`config.mk`:
```
export PLATFORM = sky130hd
export DESIGN_NAME = hbd_spi_core
export DESIGN_NICKNAME = d
export VERILOG_FILES = /design/src/core/hbd_sync.v /design/src/core/hbd_diag.v /design/src/core/hbd_spi_core.v
export VERILOG_INCLUDE_DIRS = /design/src /design/src/include
export SDC_FILE = /design/constraint.sdc
export NUM_CORES = 1
export LEC_CHECK = 0
export BUFFER_PORTS_ARGS = -buffer_cell sky130_fd_sc_hd__buf_4
export CAP_MARGIN = 0
export CORE_MARGIN = 1.5
export CORE_UTILIZATION = 37
export DETAILED_ROUTE_END_ITERATION = 12
export SETUP_SLACK_MARGIN = 0.1
export SLEW_MARGIN = 20
export SYNTH_ARGS = -nofsm -noshare
export SYNTH_HDL_FRONTEND = slang
export SYNTH_SLANG_ARGS = --single-unit
```
`constraint.sdc`:
```
create_clock -name sys_clk -period 4.8 [get_ports sys_clk]
set_input_delay 0.48 -clock sys_clk [delete_from_list [all_inputs] [get_ports sys_clk]]
set_output_delay 0.48 -clock sys_clk [all_outputs]
set_load 0.05 [all_outputs]
```
`src/include/hbd_defs.vh`:
```
// Constants for the bridge driver serial command and diagnosis block
`ifndef HBD_DEFS_VH
`define HBD_DEFS_VH
// Frame
`define HBD_FRAME_BITS      5'd16
`define HBD_VERIFY_PAT      5'h15
// Command codes (frame bits 13:8 with id bits 15:14 = 00)
`define HBD_CMD_WR_CFG      6'h33
`define HBD_CMD_IDENT       6'h00
`define HBD_CMD_REVISION    6'h03
`define HBD_CMD_CFG_READ    6'h28
`define HBD_CMD_DIAG        6'h09
`define HBD_CHIP_ID         2'h0
// Configuration field positions
`define HBD_CFG_LIM_LSB     2
`define HBD_CFG_EN1         4
`define HBD_CFG_EN2         5
`define HBD_CFG_PUMP        6
`define HBD_CFG_PINFN       7
// Configuration reset value: limit code 10, both outputs on, full pump power, enable input
`define HBD_CFG_RESET       8'h38
// Diagnosis codes
`define HBD_DIAG_NORMAL     2'h3
`define HBD_DIAG_SHORT_VS   2'h1
`define HBD_DIAG_SHORT_GND  2'h2
`define HBD_DIAG_OFF        2'h0
`define HBD_DIAG_POR        4'h0
// Arbitrary identity and revision values
`define HBD_IDENT_CODE      8'h5a
`define HBD_DESIGN_REV      4'h2
`define HBD_MASK_REV        4'h3
`endif

```
`src/core/hbd_sync.v`:
```
// Two-flop synchroniser bank for asynchronous pin inputs
`default_nettype none
module hbd_sync #(
  parameter W = 1
) (
  // Clock
  input  wire         sys_clk,
  input  wire         rst,
  // Data
  input  wire [W-1:0] async_in,
  output reg  [W-1:0] sync_out
);
  reg [W-1:0] meta_q;

  always @(posedge sys_clk) begin
    if (rst) begin
      meta_q   <= {W{1'b0}};
      sync_out <= {W{1'b0}};
    end else begin
      meta_q   <= async_in;
      sync_out <= meta_q;
    end
  end
endmodule // hbd_sync
`default_nettype wire

```
`src/core/hbd_diag.v`:
```
// Per-output priority-encoded diagnosis latch with undervoltage overlay
`default_nettype none
`include "hbd_defs.vh"
module hbd_diag (
  // Clock
  input  wire       sys_clk,
  input  wire       rst,
  // Fault inputs, already synchronised
  input  wire       undervolt,
  input  wire       shorted_load,
  input  wire       out1_short_vs,
  input  wire       out1_short_gnd,
  input  wire       out2_short_vs,
  input  wire       out2_short_gnd,
  input  wire       open_load,
  input  wire       clear,
  // Diagnosis word out: out2 hi, out2 lo, out1 hi, out1 lo
  output wire [3:0] diag_word
);
  reg  [3:0] latched_q;
  reg  [3:0] event_d;
  reg        por_q;

  function [1:0] out_code;
    input vs;
    input gnd;
    begin
      if (vs)
        out_code = `HBD_DIAG_SHORT_VS;
      else if (gnd)
        out_code = `HBD_DIAG_SHORT_GND;
      else
        out_code = `HBD_DIAG_NORMAL;
    end
  endfunction

  function [1:0] rank;
    input [3:0] w;
    begin
      if (w == 4'hc)
        rank = 2'd3;
      else if (w == 4'hf)
        rank = 2'd0;
      else if (w == 4'h3)
        rank = 2'd1;
      else
        rank = 2'd2;
    end
  endfunction

  // Priority: shorted load over shorts over open load
  always @* begin
    event_d = 4'hf;
    if (shorted_load)
      event_d = 4'hc;
    else if (out1_short_vs | out1_short_gnd | out2_short_vs | out2_short_gnd)
      event_d = {out_code(out2_short_vs, out2_short_gnd), out_code(out1_short_vs, out1_short_gnd)};
    else if (open_load)
      event_d = 4'h3;
  end

  // Only an equal- or higher-ranked fault overwrites, except that any fault replaces the power-on code; a new fault beats a same-cycle clear
  always @(posedge sys_clk) begin
    if (rst) begin
      latched_q <= `HBD_DIAG_POR;
      por_q     <= 1'b1;
    end else if (event_d != 4'hf && (por_q || clear || rank(event_d) >= rank(latched_q))) begin
      latched_q <= event_d;
      por_q     <= 1'b0;
    end else if (clear) begin
      latched_q <= 4'hf;
      por_q     <= 1'b0;
    end
  end

  // Undervoltage masks without touching the latch, so codes return afterwards
  assign diag_word = undervolt ? 4'h0 : latched_q;
endmodule // hbd_diag
`default_nettype wire

```
`src/core/hbd_spi_core.v`:
```
// Serial command interpreter and configuration/status logic of the bridge driver
//
// Contract
// - Two-bit limit field picks one of four current levels, code 10 default.
// - Pin-function bit: 0 enable input, 1 status flag output.
// - Per-output enable bits, default on, combine with pins into enabled status.
// - Enabled status shows present state, never latched.
// - Per-output diagnosis code: 01 short supply, 10 short ground, 11 normal; latched.
// - Open load 00/11, shorted load 11/00, both latched.
// - Undervoltage forces diagnosis to zero, unlatched, highest priority.
// - Higher priority fault overwrites lower one.
// - Latched codes return when undervoltage ends.
// - Configuration write returns diagnosis without clearing it.
// - Clear by enable pin rise or diagnosis read erases latched diagnosis; only diagnosis read also resets status flags.
// - Power-on sets diagnosis to 0000, held latched.
// - Overcurrent flag latches 0 on excess current, reads 1 otherwise.
// - Derate and overtemperature flags latch 0, read 1 otherwise.
// - Frame error flag 0 after valid frame, 1 latched after error.
// - Response bits 13..9 always 10101.
// - Identity read returns fixed eight-bit code in low byte.
// - Revision read returns two fixed nibbles in low byte.
// - Write commits at select rise only with valid id, command, sixteen clocks.
// - Sample input on falling clock, shift output on rising; float unless id valid.
// - Configuration changes only while outputs-enabled status is 0.
// - Diagnosis read returns word then clears latched data.
`default_nettype none
`include "hbd_defs.vh"
module hbd_spi_core (
  // Clock and reset
  input  wire       sys_clk,
  input  wire       rst,
  // Serial pins
  input  wire       chip_select_pin_n,
  input  wire       sclk_pin,
  input  wire       sdi_pin,
  output reg        sdo_out,
  output reg        sdo_oe_n,
  // Enable pins
  input  wire       enable_pin,
  input  wire       disable_pin_in,
  output reg        disable_flag_pin_out,
  output reg        disable_flag_pin_oe_n,
  // Analog fault events
  input  wire       undervolt_in,
  input  wire       shorted_load_in,
  input  wire       out1_short_vs_in,
  input  wire       out1_short_gnd_in,
  input  wire       out2_short_vs_in,
  input  wire       out2_short_gnd_in,
  input  wire       open_load_in,
  input  wire       overcurrent_in,
  input  wire       derate_temp_in,
  input  wire       shutdown_temp_in,
  // Configuration to power stage
  output reg  [1:0] selected_current_level,
  output reg        out1_active,
  output reg        out2_active,
  output reg        pump_power_select
);
  ////////////////////////////////////////////////////////////////////////////
  wire [12:0] pins_s;
  wire        cs_sel_s;
  wire        cs_n_s;
  wire        sclk_s;
  wire        sdi_s;
  wire        en_s;
  wire        dis_s;
  wire        uv_s;
  wire        sl_s;
  wire        o1v_s;
  wire        o1g_s;
  wire        o2v_s;
  wire        o2g_s;
  wire        ol_s;
  wire        oc_s;
  wire        tl_s;
  wire        ts_s;
  wire [3:0]  diag_word;

  reg         cs_n_prev_q;
  reg         sclk_prev_q;
  reg  [15:0] rx_q;
  reg  [4:0]  bit_cnt_q;
  reg         cnt_over_q;
  reg  [15:0] tx_q;
  reg  [7:0]  cfg_q;
  reg         oc_flag_q;
  reg         derate_flag_q;
  reg         ot_flag_q;
  reg         frame_err_q;
  reg         diag_clr_q;
  reg         en_prev_q;
  reg  [7:0]  status_byte;
  reg         id_ok;
  reg         cmd_ok;
  reg         frame_ok;
  reg         enabled_now;
  reg         pin_enable;

  wire cs_fall = cs_n_prev_q & ~cs_n_s;
  wire cs_rise = ~cs_n_prev_q & cs_n_s;
  wire sclk_rise = ~sclk_prev_q & sclk_s;
  wire sclk_fall = sclk_prev_q & ~sclk_s;

  // Pins cross into sys_clk before anything looks at them
  hbd_sync #(.W(13)) u_sync (
    .sys_clk  (sys_clk),
    .rst      (rst),
    .async_in ({~chip_select_pin_n, sclk_pin, sdi_pin, enable_pin, disable_pin_in,
                undervolt_in, shorted_load_in, out1_short_vs_in, out1_short_gnd_in,
                out2_short_vs_in, out2_short_gnd_in, open_load_in, overcurrent_in}),
    .sync_out (pins_s)
  );
  assign {cs_sel_s, sclk_s, sdi_s, en_s, dis_s, uv_s, sl_s, o1v_s, o1g_s, o2v_s, o2g_s, ol_s, oc_s} = pins_s;
  // Select crosses inverted so its reset value is the idle level; no false frame edge after reset
  assign cs_n_s = ~cs_sel_s;

  hbd_sync #(.W(2)) u_sync_temp (
    .sys_clk  (sys_clk),
    .rst      (rst),
    .async_in ({derate_temp_in, shutdown_temp_in}),
    .sync_out ({tl_s, ts_s})
  );

  hbd_diag u_diag (
    .sys_clk        (sys_clk),
    .rst            (rst),
    .undervolt      (uv_s),
    .shorted_load   (sl_s),
    .out1_short_vs  (o1v_s),
    .out1_short_gnd (o1g_s),
    .out2_short_vs  (o2v_s),
    .out2_short_gnd (o2g_s),
    .open_load      (ol_s),
    .clear          (diag_clr_q),
    .diag_word      (diag_word)
  );

  ////////////////////////////////////////////////////////////////////////////
  // Enable status and response assembly
  always @* begin
    // As flag output the pin no longer gates the bridge
    pin_enable  = en_s & (cfg_q[`HBD_CFG_PINFN] | ~dis_s);
    enabled_now = pin_enable & (cfg_q[`HBD_CFG_EN1] | cfg_q[`HBD_CFG_EN2]);
    status_byte = {enabled_now, ot_flag_q, derate_flag_q, oc_flag_q, diag_word};
    id_ok       = (rx_q[15:14] == `HBD_CHIP_ID);
    case (rx_q[13:8])
      `HBD_CMD_WR_CFG, `HBD_CMD_DIAG, `HBD_CMD_IDENT, `HBD_CMD_REVISION, `HBD_CMD_CFG_READ:
        cmd_ok = 1'b1;
      default:
        cmd_ok = 1'b0;
    endcase
    frame_ok = id_ok & cmd_ok & (bit_cnt_q == `HBD_FRAME_BITS) & ~cnt_over_q;
  end

  ////////////////////////////////////////////////////////////////////////////
  // Serial shifter: sample on falling clock, shift out on rising clock
  always @(posedge sys_clk) begin
    if (rst) begin
      cs_n_prev_q <= 1'b1;
      sclk_prev_q <= 1'b0;
      rx_q        <= 16'h0000;
      bit_cnt_q   <= 5'h00;
      cnt_over_q  <= 1'b0;
      tx_q        <= 16'h0000;
      sdo_out     <= 1'b0;
      sdo_oe_n    <= 1'b1;
    end else begin
      cs_n_prev_q <= cs_n_s;
      sclk_prev_q <= sclk_s;
      if (cs_fall) begin
        bit_cnt_q  <= 5'h00;
        cnt_over_q <= 1'b0;
        // First response bits are the floating id slot; response is built from current state
        tx_q       <= {2'b00, `HBD_VERIFY_PAT, frame_err_q, status_byte};
        sdo_out    <= 1'b0;
        sdo_oe_n   <= 1'b1;
      end else if (!cs_n_s) begin
        if (sclk_fall) begin
          rx_q <= {rx_q[14:0], sdi_s};
          if (bit_cnt_q == `HBD_FRAME_BITS)
            cnt_over_q <= 1'b1;
          else
            bit_cnt_q <= bit_cnt_q + 5'd1;
          // The eighth bit completes the command while the upper byte is already out;
          // the reply byte must sit on top before the ninth rising clock
          if (bit_cnt_q == 5'd7)
            tx_q <= {resp_low_pre({rx_q[4:0], sdi_s}, status_byte, cfg_q, ot_flag_q, derate_flag_q), 8'h00};
        end
        if (sclk_rise) begin
          tx_q    <= {tx_q[14:0], 1'b0};
          sdo_out <= tx_q[15];
          // Id is judged once, at the third rising clock; later bits would overwrite it
          if (bit_cnt_q == 5'd2)
            sdo_oe_n <= (rx_q[1:0] != `HBD_CHIP_ID);
        end
      end else begin
        sdo_oe_n <= 1'b1;
      end
    end
  end

  function [7:0] resp_low_pre;
    input [5:0] cmd;
    input [7:0] st;
    input [7:0] cfg;
    input       ot;
    input       dr;
    begin
      case (cmd)
        `HBD_CMD_WR_CFG:   resp_low_pre = st;
        `HBD_CMD_DIAG:     resp_low_pre = st;
        `HBD_CMD_IDENT:    resp_low_pre = `HBD_IDENT_CODE;
        `HBD_CMD_REVISION: resp_low_pre = {`HBD_DESIGN_REV, `HBD_MASK_REV};
        `HBD_CMD_CFG_READ: resp_low_pre = {cfg[7:2], ~ot ? 2'b00 : {1'b1, dr}};
        default:           resp_low_pre = 8'hff;
      endcase
    end
  endfunction

  ////////////////////////////////////////////////////////////////////////////
  // Commit at chip-select rise; flags and configuration
  always @(posedge sys_clk) begin
    if (rst) begin
      cfg_q         <= `HBD_CFG_RESET;
      frame_err_q   <= 1'b0;
      oc_flag_q     <= 1'b1;
      derate_flag_q <= 1'b1;
      ot_flag_q     <= 1'b1;
      diag_clr_q    <= 1'b0;
      en_prev_q     <= 1'b0;
    end else begin
      en_prev_q  <= en_s;
      // Enable pin rising edge resets diagnosis
      diag_clr_q <= en_s & ~en_prev_q;
      if (cs_rise) begin
        frame_err_q <= ~frame_ok;
        if (frame_ok && rx_q[13:8] == `HBD_CMD_DIAG) begin
          diag_clr_q    <= 1'b1;
          oc_flag_q     <= 1'b1;
          derate_flag_q <= 1'b1;
          ot_flag_q     <= 1'b1;
        end
        // Reserved bits 1:0 dropped
        if (frame_ok && rx_q[13:8] == `HBD_CMD_WR_CFG && !enabled_now)
          cfg_q <= {rx_q[7:2], 2'b00};
      end
      // Fault set wins over a same-cycle clear
      if (oc_s)
        oc_flag_q <= 1'b0;
      if (tl_s)
        derate_flag_q <= 1'b0;
      if (ts_s)
        ot_flag_q <= 1'b0;
    end
  end

  ////////////////////////////////////////////////////////////////////////////
  // Registered outputs to the power stage and flag pin
  always @(posedge sys_clk) begin
    if (rst) begin
      selected_current_level <= 2'h2;
      out1_active            <= 1'b0;
      out2_active            <= 1'b0;
      pump_power_select      <= 1'b0;
      disable_flag_pin_out   <= 1'b0;
      disable_flag_pin_oe_n  <= 1'b1;
    end else begin
      selected_current_level <= cfg_q[`HBD_CFG_LIM_LSB+1:`HBD_CFG_LIM_LSB];
      out1_active            <= pin_enable & cfg_q[`HBD_CFG_EN1];
      out2_active            <= pin_enable & cfg_q[`HBD_CFG_EN2];
      pump_power_select      <= cfg_q[`HBD_CFG_PUMP];
      // Flag output pulls low on any latched status fault
      disable_flag_pin_out   <= oc_flag_q & derate_flag_q & ot_flag_q;
      disable_flag_pin_oe_n  <= ~cfg_q[`HBD_CFG_PINFN];
    end
  end
endmodule // hbd_spi_core
`default_nettype wire

```
# [Word level (Yosys, flattened, before mapping)]
# Cells that the tools add are included.
[op_classes] add_sub_neg=1 magnitude_cmp=1 n_eq_ne=18 muxes=35 bitwise=31 n_reduce_logical=38
[ops] cell="$mux 16" n=3
[ops] cell="$pmux 8 s4" n=1
[ops] cell="$mux 14" n=2
[ops] cell="$eq 6x6->1 const B" n=4
[ops] cell="$mux 4" n=6
[ops] cell="$mux 2" n=11
[ops] cell="$reduce_bool 2->1" n=11
[ops] cell="$eq 4x4->1 const B" n=4
[ops] cell="$reduce_and 3->1" n=5
[ops] cell="$and 1x1->1" n=14
[ops] cell="$eq 6x2->1 const B" n=2
[ops] cell="$eq 6x4->1 const B" n=2
[ops] cell="$logic_not 6->1" n=2
[ops] cell="$mux 1" n=12
[ops] cell="$not 1->1" n=12
[ops] cell="$reduce_and 2->1" n=6
[ops] cell="$eq 4x2->1 const B" n=2
[ops] cell="$reduce_bool 3->1" n=2
[ops] cell="$add 5x1->5 const B" n=1
[ops] cell="$eq 5x2->1 const B" n=1
[ops] cell="$eq 5x3->1 const B" n=1
[ops] cell="$eq 5x5->1 const B" n=1
[ops] cell="$or 1x1->1" n=5
[ops] cell="$reduce_or 5->1" n=1
[ops] cell="other kinds (8)" n=13
[word_totals] regBits=96 in_bits=17 out_inout_bits=9 elab_cells=152

# [Logic depth before layout (Yosys ltp)]
# Gate-level depths: netlist of the first run.
[logic_depth] word_depth=14 depth_mapped=10 mapped_depth_nobuf=10

# [By module]
# Synthesis of the first run repeated with hierarchy kept, for this count alone.
[hier_totals] hier_cells=440 hier_area_um2=3915.0
[modules_own_cells] mod="hbd_spi_core" instances=1 cells_each=334 area_per_inst_um2=2757.6
[modules_own_cells] mod="hbd_sync (u_sync)" instances=1 cells_each=54 area_per_inst_um2=700.7
[modules_own_cells] mod="hbd_diag" instances=1 cells_each=44 area_per_inst_um2=351.6
[modules_own_cells] mod="hbd_sync (u_sync_temp)" instances=1 cells_each=8 area_per_inst_um2=105.1

# [Worst setup path before layout of the first run]
# OpenSTA, ideal clock, no wires.
[synth_timing] path_type="flip-flop to flip-flop" start="reg u_sync.sync_out[5]" end="reg u_diag.latched_q[2]" setup_ns=0.137 arrival_ns=2.267 required_ns=4.663 slack_ns=2.396 path_stages_with_launch=8 path_buffers=0 cell_sequence="dfxtp_1 or3_1 or3_1 ha_1 a2111oi_0 nor2_1 nor2_1 a221oi_1"
[synth_via] elab_chain_len=14
[synth_rtl] item="from (decl)" line="hbd_sync.v:11" source="output reg [W-1:0] sync_out"
[synth_rtl] item="from (signal assigned)" line="hbd_sync.v:18" source="sync_out <= {W{1'b0}};"
[synth_rtl] item="from (signal assigned)" line="hbd_sync.v:21" source="sync_out <= meta_q;"
[synth_rtl] item="$or 1x1->1 (3 in series)" line="hbd_diag.v:56" source="else if (out1_short_vs | out1_short_gnd | out2_short_vs | out2_short_gnd)"
[synth_rtl] item="$mux 4 *" line="hbd_diag.v:56"
[synth_rtl] item="$mux 4 *" line="hbd_diag.v:54" source="if (shorted_load)"
[synth_rtl] item="$eq 4x2->1" line="hbd_diag.v:44" source="else if (w == 4'h3)"
[synth_rtl] item="$mux 2" line="hbd_diag.v:44"
[synth_rtl] item="$mux 2" line="hbd_diag.v:42" source="else if (w == 4'hf)"
[synth_rtl] item="$mux 2" line="hbd_diag.v:40" source="if (w == 4'hc)"
[synth_rtl] item="$mux 2" line="hbd_diag.v:64" source="if (rst) begin"
[synth_rtl] item="$ge 2x2->1" line="hbd_diag.v:67" source="end else if (event_d != 4'hf && (por_q || clear || rank(event_d) >= rank(latched_q))) begin"
[synth_rtl] item="$logic_or 1x1->1" line="hbd_diag.v:67"
[synth_rtl] item="$logic_and 1x1->1" line="hbd_diag.v:67"
[synth_rtl] item="$mux 4 or $reduce_bool 2->1 (tied branches)"
[synth_rtl] item="to (signal assigned)" line="hbd_diag.v:65" source="latched_q <= `HBD_DIAG_POR;"
[synth_rtl] item="to (signal assigned)" line="hbd_diag.v:68" source="latched_q <= event_d;"
[synth_rtl] item="to (decl)" line="hbd_diag.v:20" source="reg [3:0] latched_q;"
# Mark *: on every way between the ends. The rest lies on a longest branch, timed or not. The select of a mux whose other input is x is not followed.
# A chain may end at the register's enable or synchronous reset.

# [Worst setup path after layout of the first run]
[layout_timing] start="reg u_sync.sync_out[5]" end="reg u_diag.latched_q[3]"
# The elaborated chain is that of the path after synthesis.

==> results of run 1 <==
[power groups by stage]
stage / logic (mW) / registers [mW] / clock network, mW
global route: 0.106 / 0.844 / 0.602
global placement: 0.0920 / 0.858 / 0
CTS: 0.0948 / 0.840 / 0.570
detailed placement: 0.0944 / 0.858 / 0
finish: 0.0943 / 0.840 / 0.551
floorplan: 0.0673 / 0.855 / 0
[logic make-up after synthesis]
kind of cell / after synthesis / synth area share
compound gates: 88 / 0.154
xor+xnor: 6 / 0.0134
fa+ha+maj: 7 / 0.0224
buf+inv: 41 / 0.0426
flops: 96 / 0.492
mux: 4 / 0.0102
simple gates: 206 / 0.265
[worst paths after layout]
check / start / end / slack, ps / cells past startpoint
setup / recovery: u_sync.sync_out[5] / u_diag.latched_q[3] / 2120 / 7
hold / removal: chip_select_pin_n / u_sync.meta_q[12] / 260 / 2
setup reg to reg: u_sync.sync_out[5] / u_diag.latched_q[3] / 2120 / 7
hold reg to reg: u_sync_temp.sync_out[0] / ot_flag_q / 430 / 1
[cell usage in the layout (no fill, tap or decap), types with 7 or more instances in the layout]
cell type,synthesis,final
dfxtp_1,96,96
clkbuf_8,0,9
buf_4,0,25
nor2b_1,36,36
nand2_1,62,62
a21oi_1,32,32
nor3_1,15,15
inv_1,17,17
ha_1,7,7
nand3_1,9,9
a22oi_1,7,7
o21ai_0,9,9
nor2_1,45,45
[layout make-up]
cell class,instances,area share
clock inverters,7,0.0197
well taps,136,0.0389
repair buffers,25,0.0429
clock buffers,9,0.0283
flip-flops and latches,96,0.439
inverters,17,0.0146
multi-input cells,311,0.416
[layer usage]
layer / GRT usage / share of wire
met5: 0 / 0
met3: 0.0322 / 0.042
met1: 0.197 / 0.50
met4: 0.0541 / 0.013
met2: 0.221 / 0.45
[flip-flops by register name, summed over array words and instances (netlist names), 2 cells and up]
name	flops
selected_current_level	2
u_sync.sync_out	13
cfg_q	6
u_diag.latched_q	4
u_sync_temp.sync_out	2
bit_cnt_q	5
tx_q	16
u_sync.meta_q	13
rx_q	16
u_sync_temp.meta_q	2
[critical path: cells and delay by family, from the launching register on]
kind | cells | cell delay [ps]
simple gates | 4 | 1110
compound gates | 2 | 750
flops | 1 | 350
fa+ha+maj | 1 | 300
==> metrics.txt, run 1 <==
status finished, final reports clean; CP Max Fanout 4; Pre-antenna DRT Iters 5; Startpoint Class register; clock sinks 96; GRT Util Overall 0.144; Post-Synthesis Cells 448; gr ovfl total 0; Crit path arrival time between 2000 and 3000 ps; Clk network pwr share 0.371; Routed WL between 7 and 8 mm; core footprint slightly above 0.01 mm²; Final setup violation count 0; share of cells above drive strength 1 0.116; Die Area 0.0112 mm²; number of I/O port buffers 25; most common cell in the netlist dfxtp_1; chip height between 100 and 150 µm; CTS root buf clkbuf_8; Fill cells between 1000 and 1500; DRC viols 0; Vias ~3000; Seq/Total Area, Yosys 0.492; final setup TNS 0 ps; skew final approximately 14 ps; Seq pwr share 0.566; Post-CTS Setup Repair Bufs 0; Ports 26; register area slightly below 0.002 mm²; worst skew pair latency around 360 ps; Relative slew margins 0.307; switching share of power 0.250; routability cong. about 0.8; P_sw around 0.37 mW; utilization after layout 0.426; post-synth cell types 56; dominant cell type by area after synthesis dfxtp_1; CTS buffer count 9; RSZ-0062 raised after global routing false; Clock transition at path regs around 100 ps; initial core utilization 0.380; Post-synth EDFFs 0; Detail Route Antenna Nets 0; Post-Layout Inst Area ~0.0044 mm²; footprint of the multi-input gates 0.00182 mm²; Final period util 0.558; hpwl dp between 5 and 6 mm; cts hold-fix bufs 0; fraction of registers with async set/reset 0; cell types occupying the most area after synthesis dfxtp_1 49%, nand2_1 6.0%, nor2b_1 5.8%; Area Overhead vs Synth 11.9%; vias per std cell around 5.0; P_int around 1.1 mW; initial antenna violation count 0; Final Hold Vio Count 0; Avg WL per Cell 12.9 µm; Critical Path Sink Type register; worst hold slack ~260 ps; combinational share of power 0.064; vias in the first global route ~2700; PwrDens approximately 340 mW/mm²; max-cap violations 0; pre-CTS setup slack 2140 ps; Post-Syn Area per Cell roughly 8.7 µm²; post_cts resized 0; IR drop worst, VDD approximately 0.00015 V; first-pass GRT wire length around 13 mm; Power, Total ~1.5 mW; First DRT Iteration DRCs between 150 and 200; nets@finish slightly below 500; Post-synth top flop dfxtp_1; worst setup path category register to register; slowest CP cell a2111oi_0; Tightest Hold Check Type input pin to register; worst-path cell chain or3_1 > or3_1 > ha_1 > a2111oi_0 > nor2_1 > nor2_1 > a221oi_1; dpl cell area 0.00416 mm²; max-slew violation count 0; CTS tree yes; Leak Pwr roughly 1.7 nW; synth cell count leaders 96 x dfxtp_1, 62 x nand2_1, 45 x nor2_1; Rows 37; clock buffer depth 2; Worst Tran Pin Value between 1000 and 1500 ps; CTS H-tree depth 3; synth warn 0; number of synthesized register bits 96; slowest stage delay, CP roughly 630 ps; crit path time final roughly 2700 ps; die width 106 µm; Ant. Diodes 0; Synth top area share 0.492; cell count after placement 585; CP required 4990 ps; largest net degree at the start of global routing 85; Post-Layout Cell Count around 600; Mapped Nets 472; post-synthesis cell area 0.00391 mm²; Max Clk Rate ~0.37 GHz; final worst slack 2120 ps
Note: power is estimated with default switching activity, not from simulation.
==> run 2, diff against run 1 <==
--- a/config.mk
+++ b/config.mk
@@ -6,6 +6,7 @@
 export SDC_FILE = /design/constraint.sdc
 export NUM_CORES = 1
 export LEC_CHECK = 0
+export ABC_AREA = 1
 export BUFFER_PORTS_ARGS = -buffer_cell sky130_fd_sc_hd__buf_4
 export CAP_MARGIN = 0
 export CORE_MARGIN = 1.5
==> constraint.sdc (replaced) <==
create_clock -name sys_clk -period 2.5 [get_ports sys_clk]
set_input_delay 0.25 -clock sys_clk [delete_from_list [all_inputs] [get_ports sys_clk]]
set_output_delay 0.25 -clock sys_clk [all_outputs]
set_load 0.05 [all_outputs]
==> metrics.txt, run 2 <==
clock buffer depth 2; CP required between 2000 and 3000 ps; DRC viols 0; Regs by FF count rx_q x16, tx_q x16; hpwl dp 5.70 mm; fraction of registers with async set/reset 0; worst reg-to-reg path cell count 12; Avg WL per Cell between 10 and 15 µm; post_cts resized 0; HP Start chip_select_pin_n; Tightest Hold Check Type input pin to register; Post-Layout Cell Count 705; worst skew pair latency around 370 ps; routing usage on met3 0.0359; CTS buffer count 9; dominant cell type by area after synthesis dfxtp_1; share of cells above drive strength 1 0.111; Fill cells between 1000 and 1500; core footprint 0.0104 mm²; Detail Route Antenna Nets 0; Power, Total about 2.8 mW; Reg2Reg Setup Slack between 300 and 400 ps; Max Clk Rate between 0.4 and 0.5 GHz; cell count after placement a little under 700; number of synthesized register bits 96; crit path time final about 2100 ps; die width roughly 110 µm; vias in the first global route 3118; Ant. Diodes 0; Final period util 0.852; initial antenna violation count 0; slowest stage delay, CP around 330 ps; cell types occupying the most area after synthesis dfxtp_1 48%, inv_1 8.2%, nor2_1 8.0%; Mapped Nets around 560; Ports 26; first-pass GRT wire length 13.7 mm; Startpoint Class register; hold path depth 2; post-synthesis cell area 0.00398 mm²; cts hold-fix bufs 0; Global Route met1 Usage 0.184; RSZ-0062 raised after global routing false; final setup TNS 0 ps; Final Hold Vio Count 0; routability cong. between 0.8 and 0.9; First DRT Iteration DRCs 133; CTS H-tree depth 3; CTS root buf clkbuf_8; FF-to-FF End u_diag.latched_q[3]; chip height ~110 µm; Pre-antenna DRT Iters 5; most used routing layer met2; CP Max Fanout 5; Vias 3297; most frequent cells in the layout 96 x dfxtp_1, 87 x inv_1, 85 x nor2_1; initial core utilization 0.383; Rows 37; synth cell count leaders 96 x dfxtp_1, 87 x inv_1, 85 x nor2_1; worst-path cell chain or2_1 > nor3_1 > nand2_1 > o21ai_0 > inv_1 > ha_1 > o21ai_0 > nand2_1 > nand2_1 > nand2_1 > o21ai_0 > inv_1; post-synth cell types 32; max-cap violations 0; Synth top area share 0.483; skew final around 12 ps; Hold Path End u_sync.meta_q[12]; Area Overhead vs Synth 12.6%; nets@finish between 500 and 600; Worst Tran Pin Value around 540 ps; Routed WL about 8.0 mm; Die Area 0.0114 mm²; Post-Syn Area per Cell between 7 and 8 µm²; Leak Pwr around 2 nW; GRT Util Overall 0.151; Relative slew margins 0.638; largest net degree at the start of global routing 44; status finished, final reports clean; clock sinks 96; Post-synth EDFFs 0; Final setup violation count 0; CTS tree yes; Crit path max-delay family simple AND/OR/NAND/NOR gates; gr ovfl total 0; worst setup path category register to register; CP bufs+invs 2; most frequent CP cell nand2_1; worst r2r src u_sync.sync_out[6]; Clock transition at path regs roughly 100 ps; vias per std cell approximately 4.7; Critical Path Sink Type register; Crit path arrival time ~2400 ps; max-slew violation count 0; IR drop worst, VDD about 0.00030 V; Seq/Total Area, Yosys 0.483; number of I/O port buffers 25; PwrDens just over 600 mW/mm²; Post-synth top flop dfxtp_1; synth warn 0; Post-CTS Setup Repair Bufs 0; slowest CP cell dfxtp_1; most common cell after layout, fill and taps aside dfxtp_1; GR Util met2 0.258; most common cell in the netlist dfxtp_1; Post-Synthesis Cells 539
[run 2: metal layers]
layer  part of all wire  vias to the layer above  wire (µm)
met5                  0                        -          0
li1                   -                     1763          -
met1               0.47                     1456       3770
met3              0.036                       14        290
met2               0.47                       64       3800
met4              0.018                        0        148
[run 2: worst max path at each step]
stage	startpoint	end	slack (ps)	cells after the start
2_1_floorplan	u_sync.sync_out[6]	u_diag.latched_q[3]	670	12
3_3_place_gp	u_sync.sync_out[6]	u_diag.latched_q[3]	560	12
3_5_place_dp	u_sync.sync_out[6]	u_diag.latched_q[3]	430	12
4_1_cts	u_sync.sync_out[6]	u_diag.latched_q[3]	410	12
5_1_grt	u_sync.sync_out[6]	u_diag.latched_q[3]	190	12
6_report	u_sync.sync_out[6]	u_diag.latched_q[3]	370	12
[run 2: area by class of cell]
type	count	area, µm²	area share
well taps	136	170	0.0380
flip-flops and latches	96	1920	0.430
inverters	91	342	0.0763
repair buffers	28	210	0.0470
clock inverters	7	61.3	0.0137
clock buffers	9	124	0.0277
multi-input cells	338	1650	0.368
[run 2: kinds of logic after synthesis]
| family | synth area share |
|---|---|
| simple gates | 0.263 |
| buf+inv | 0.103 |
| compound gates | 0.129 |
| flops | 0.483 |
| fa+ha+maj | 0.0220 |
[run 2: report_power, final]
group	internal [mW]	switching (mW)
Sequential	1.58	0.0287
Combinational	0.0754	0.126
Clock	0.382	0.572
Total	2.03	0.726
[run 2: metrics by stage]
stage / hold WS [ps] / utilization / setup WS, ps / cell area [µm²]
after floorplan: 322 / - / 668 / 3980
after global placement: 377 / 0.414 / 558 / 4290
after detailed placement: 377 / 0.414 / 433 / 4290
after CTS: 10.6 / 0.431 / 407 / 4470
after global routing: 12.2 / 0.431 / 191 / 4470
final: 31.1 / 0.431 / 369 / 4470
==> run 3, diff against run 2 <==
--- a/config.mk
+++ b/config.mk
@@ -11,9 +11,11 @@
 export CAP_MARGIN = 0
 export CORE_MARGIN = 1.5
 export CORE_UTILIZATION = 37
+export CTS_BUF_LIST = sky130_fd_sc_hd__clkbuf_4 sky130_fd_sc_hd__clkbuf_8 sky130_fd_sc_hd__clkbuf_16
 export DETAILED_ROUTE_END_ITERATION = 12
 export SETUP_SLACK_MARGIN = 0.1
 export SLEW_MARGIN = 20
 export SYNTH_ARGS = -nofsm -noshare
 export SYNTH_HDL_FRONTEND = slang
+export SYNTH_HIERARCHICAL = 1
 export SYNTH_SLANG_ARGS = --single-unit
==> constraint.sdc (replaced) <==
create_clock -name sys_clk -period 2.5 [get_ports sys_clk]
set_input_delay 0.5 -clock sys_clk [delete_from_list [all_inputs] [get_ports sys_clk]]
set_output_delay 0.5 -clock sys_clk [all_outputs]
set_load 0.05 [all_outputs]
==> metrics.txt, run 3 <==
Rows 38; Critical Path Start u_sync/sync_out[5]; Reg2Reg Setup Slack ~640 ps; routability cong. 0.809; Ports 26; Ant. Diodes 0; die width 108 µm; Vias around 3300; CTS H-tree depth 3; worst r2r src u_sync/sync_out[5]; core footprint about 0.011 mm²; Avg WL per Cell ~11 µm; Regs by FF count rx_q x16, tx_q x16; Startpoint Class register; skew final roughly 17 ps; crit path time final 1860 ps; nets@finish approximately 600; Post-synth EDFFs 0; CTS buffer count 9; number of I/O port buffers 25; max-slew violation count 0; First DRT Iteration DRCs ~290; Detail Route Antenna Nets 0; hpwl dp 5.55 mm; vias in the first global route slightly above 3000; IR drop worst, VDD about 0.00035 V; vias per std cell roughly 4.6; synth warn 6; Routed WL approximately 7.9 mm; DRC viols 0; Die Area between 0.01 and 0.015 mm²; most frequent cells in the layout 96 x nand2_1, 96 x dfxtp_1, 94 x nor2_1; number of synthesized register bits 96; Relative slew margins 0.638; Post-CTS Setup Repair Bufs 0; most frequent CP cell nand2_2; final setup TNS 0 ps; status finished, final reports clean; worst setup path category register to register; first-pass GRT wire length between 10 and 15 mm; Pre-antenna DRT Iters 5; Final Hold Vio Count 0; fraction of registers with async set/reset 0; CP required 2780 ps; initial core utilization 0.377; Worst Tran Pin Value ~540 ps; GRT Util Overall 0.152; Crit path arrival time 2140 ps; Seq/Total Area, Yosys 0.474; Post-synth top flop dfxtp_1; initial antenna violation count 0; worst skew pair latency approximately 380 ps; clock buffer depth 2; RSZ-0062 raised after global routing false; worst reg-to-reg path cell count 13; Mapped Nets between 500 and 600; clock sinks 96; Synth top area share 0.474; post-synth cell types 33; post_cts resized 0; post-synthesis cell area between 0.004 and 0.005 mm²; largest net degree at the start of global routing 32; CTS root buf clkbuf_8; Final period util 0.743; dominant cell type by area after synthesis dfxtp_1; Area Overhead vs Synth 12.0%; cell types occupying the most area after synthesis dfxtp_1 47%, nand2_1 8.9%, nor2_1 8.7%; Final setup violation count 0; cts hold-fix bufs 0; CTS tree yes; max-cap violations 0; worst-path cell chain inv_1 > nand2_2 > nor2_2 > nand4_2 > a21oi_1 > inv_1 > ha_1 > o21ai_0 > nand2_2 > nand2_2 > nand2_2 > nor2_1 > nor2_1; Leak Pwr roughly 2.1 nW; slowest CP cell dfxtp_1; Max Clk Rate approximately 0.54 GHz; Power, Total 2.84 mW; CP Max Fanout 5; Post-Synthesis Cells roughly 550; Tightest Hold Check Type input pin to register; slowest stage delay, CP approximately 350 ps; Critical Path Sink Type register; chip height roughly 110 µm; synth cell count leaders 96 x dfxtp_1, 96 x nand2_1, 94 x nor2_1; FF-to-FF End u_diag/latched_q[0]; gr ovfl total 0; Clock transition at path regs roughly 110 ps; PwrDens ~630 mW/mm²; Post-Syn Area per Cell about 7.4 µm²; critical path endpoint u_diag/latched_q[0]; share of cells above drive strength 1 0.119
-- run 3: cell types whose count changed after synthesis, sizes merged, moves of 2 or more --
cell    previous run  this run
buf                6        12
clkbuf             8         4
nand2             89       105
nand3             33        25
nand3b             0         2
nor2              89       101
nor3               9         6
o21ai             38        32
o31ai              0         2
or2                4         1
-- run 3: through the flow --
stage	setup slack (ps)	cell area [µm²]	hold WS [ps]	instances	util
finish	642	4540	309	720	0.422
global route	423	4540	309	720	0.422
CTS	654	4540	292	720	0.422
detailed placement	683	4330	374	704	0.403
global placement	754	4330	383	704	0.403
floorplan	826	4050	365	551	-
-- run 3: worst min-delay path by stage --
stage / from / to / cells past startpoint / slack (ps)
floorplan: cfg_q[7] / disable_flag_pin_oe_n / 1 / 370
global placement: cfg_q[7] / disable_flag_pin_oe_n / 1 / 380
detailed placement: cfg_q[7] / disable_flag_pin_oe_n / 1 / 370
CTS: out2_short_vs_in / u_sync/meta_q[3] / 3 / 290
global route: disable_pin_in / u_sync/meta_q[8] / 3 / 310
finish: out2_short_vs_in / u_sync/meta_q[3] / 3 / 310
-- run 3: final cells by class --
class	count	area, µm²
clock buffer	9	124
sequential	96	1920
inverter	91	342
fill	1132	6210
clock inverter	7	82.6
timing repair buffer	29	218
multi-input combinational	348	1680
tap	140	175
-- run 3: metal layers --
metal | part of all wire | track usage | vias up | wire (µm)
met5 | 0 | 0 | - | 0
met4 | 0.0082 | 0.0620 | 0 | 65
met3 | 0.046 | 0.0327 | 7 | 362
met2 | 0.44 | 0.242 | 66 | 3490
met1 | 0.50 | 0.200 | 1441 | 3970
li1 | - | - | 1778 | -
-- run 3: logic make-up (layout without fill, tap and decap cells) --
| kind of cell | Yosys count | in the layout | share of synthesized area |
|---|---|---|---|
| AO/OA/AOI/OAI | 92 | 92 | 0.122 |
| adder cells (fa/ha/maj) | 7 | 7 | 0.0216 |
| buffers and inverters | 107 | 136 | 0.112 |
| flip-flops | 96 | 96 | 0.474 |
| AND/OR/NAND/NOR | 249 | 249 | 0.270 |
-- run 3: report_power, final --
| part | total, mW | internal (mW) | switching [mW] |
|---|---|---|---|
| Combinational | 0.209 | 0.0763 | 0.133 |
| Clock | 1.02 | 0.402 | 0.623 |
| Sequential | 1.60 | 1.58 | 0.0272 |
| Total | 2.84 | 2.06 | 0.783 |
-- run 3: critical path: cells and delay by family (launching register included) --
| family | cells | cell delay (ps) |
|---|---|---|
| AND/OR/NAND/NOR | 8 | 740 |
| flip-flops | 1 | 350 |
| adder cells (fa/ha/maj) | 1 | 270 |
| AO/OA/AOI/OAI | 2 | 250 |
| buffers and inverters | 2 | 150 |
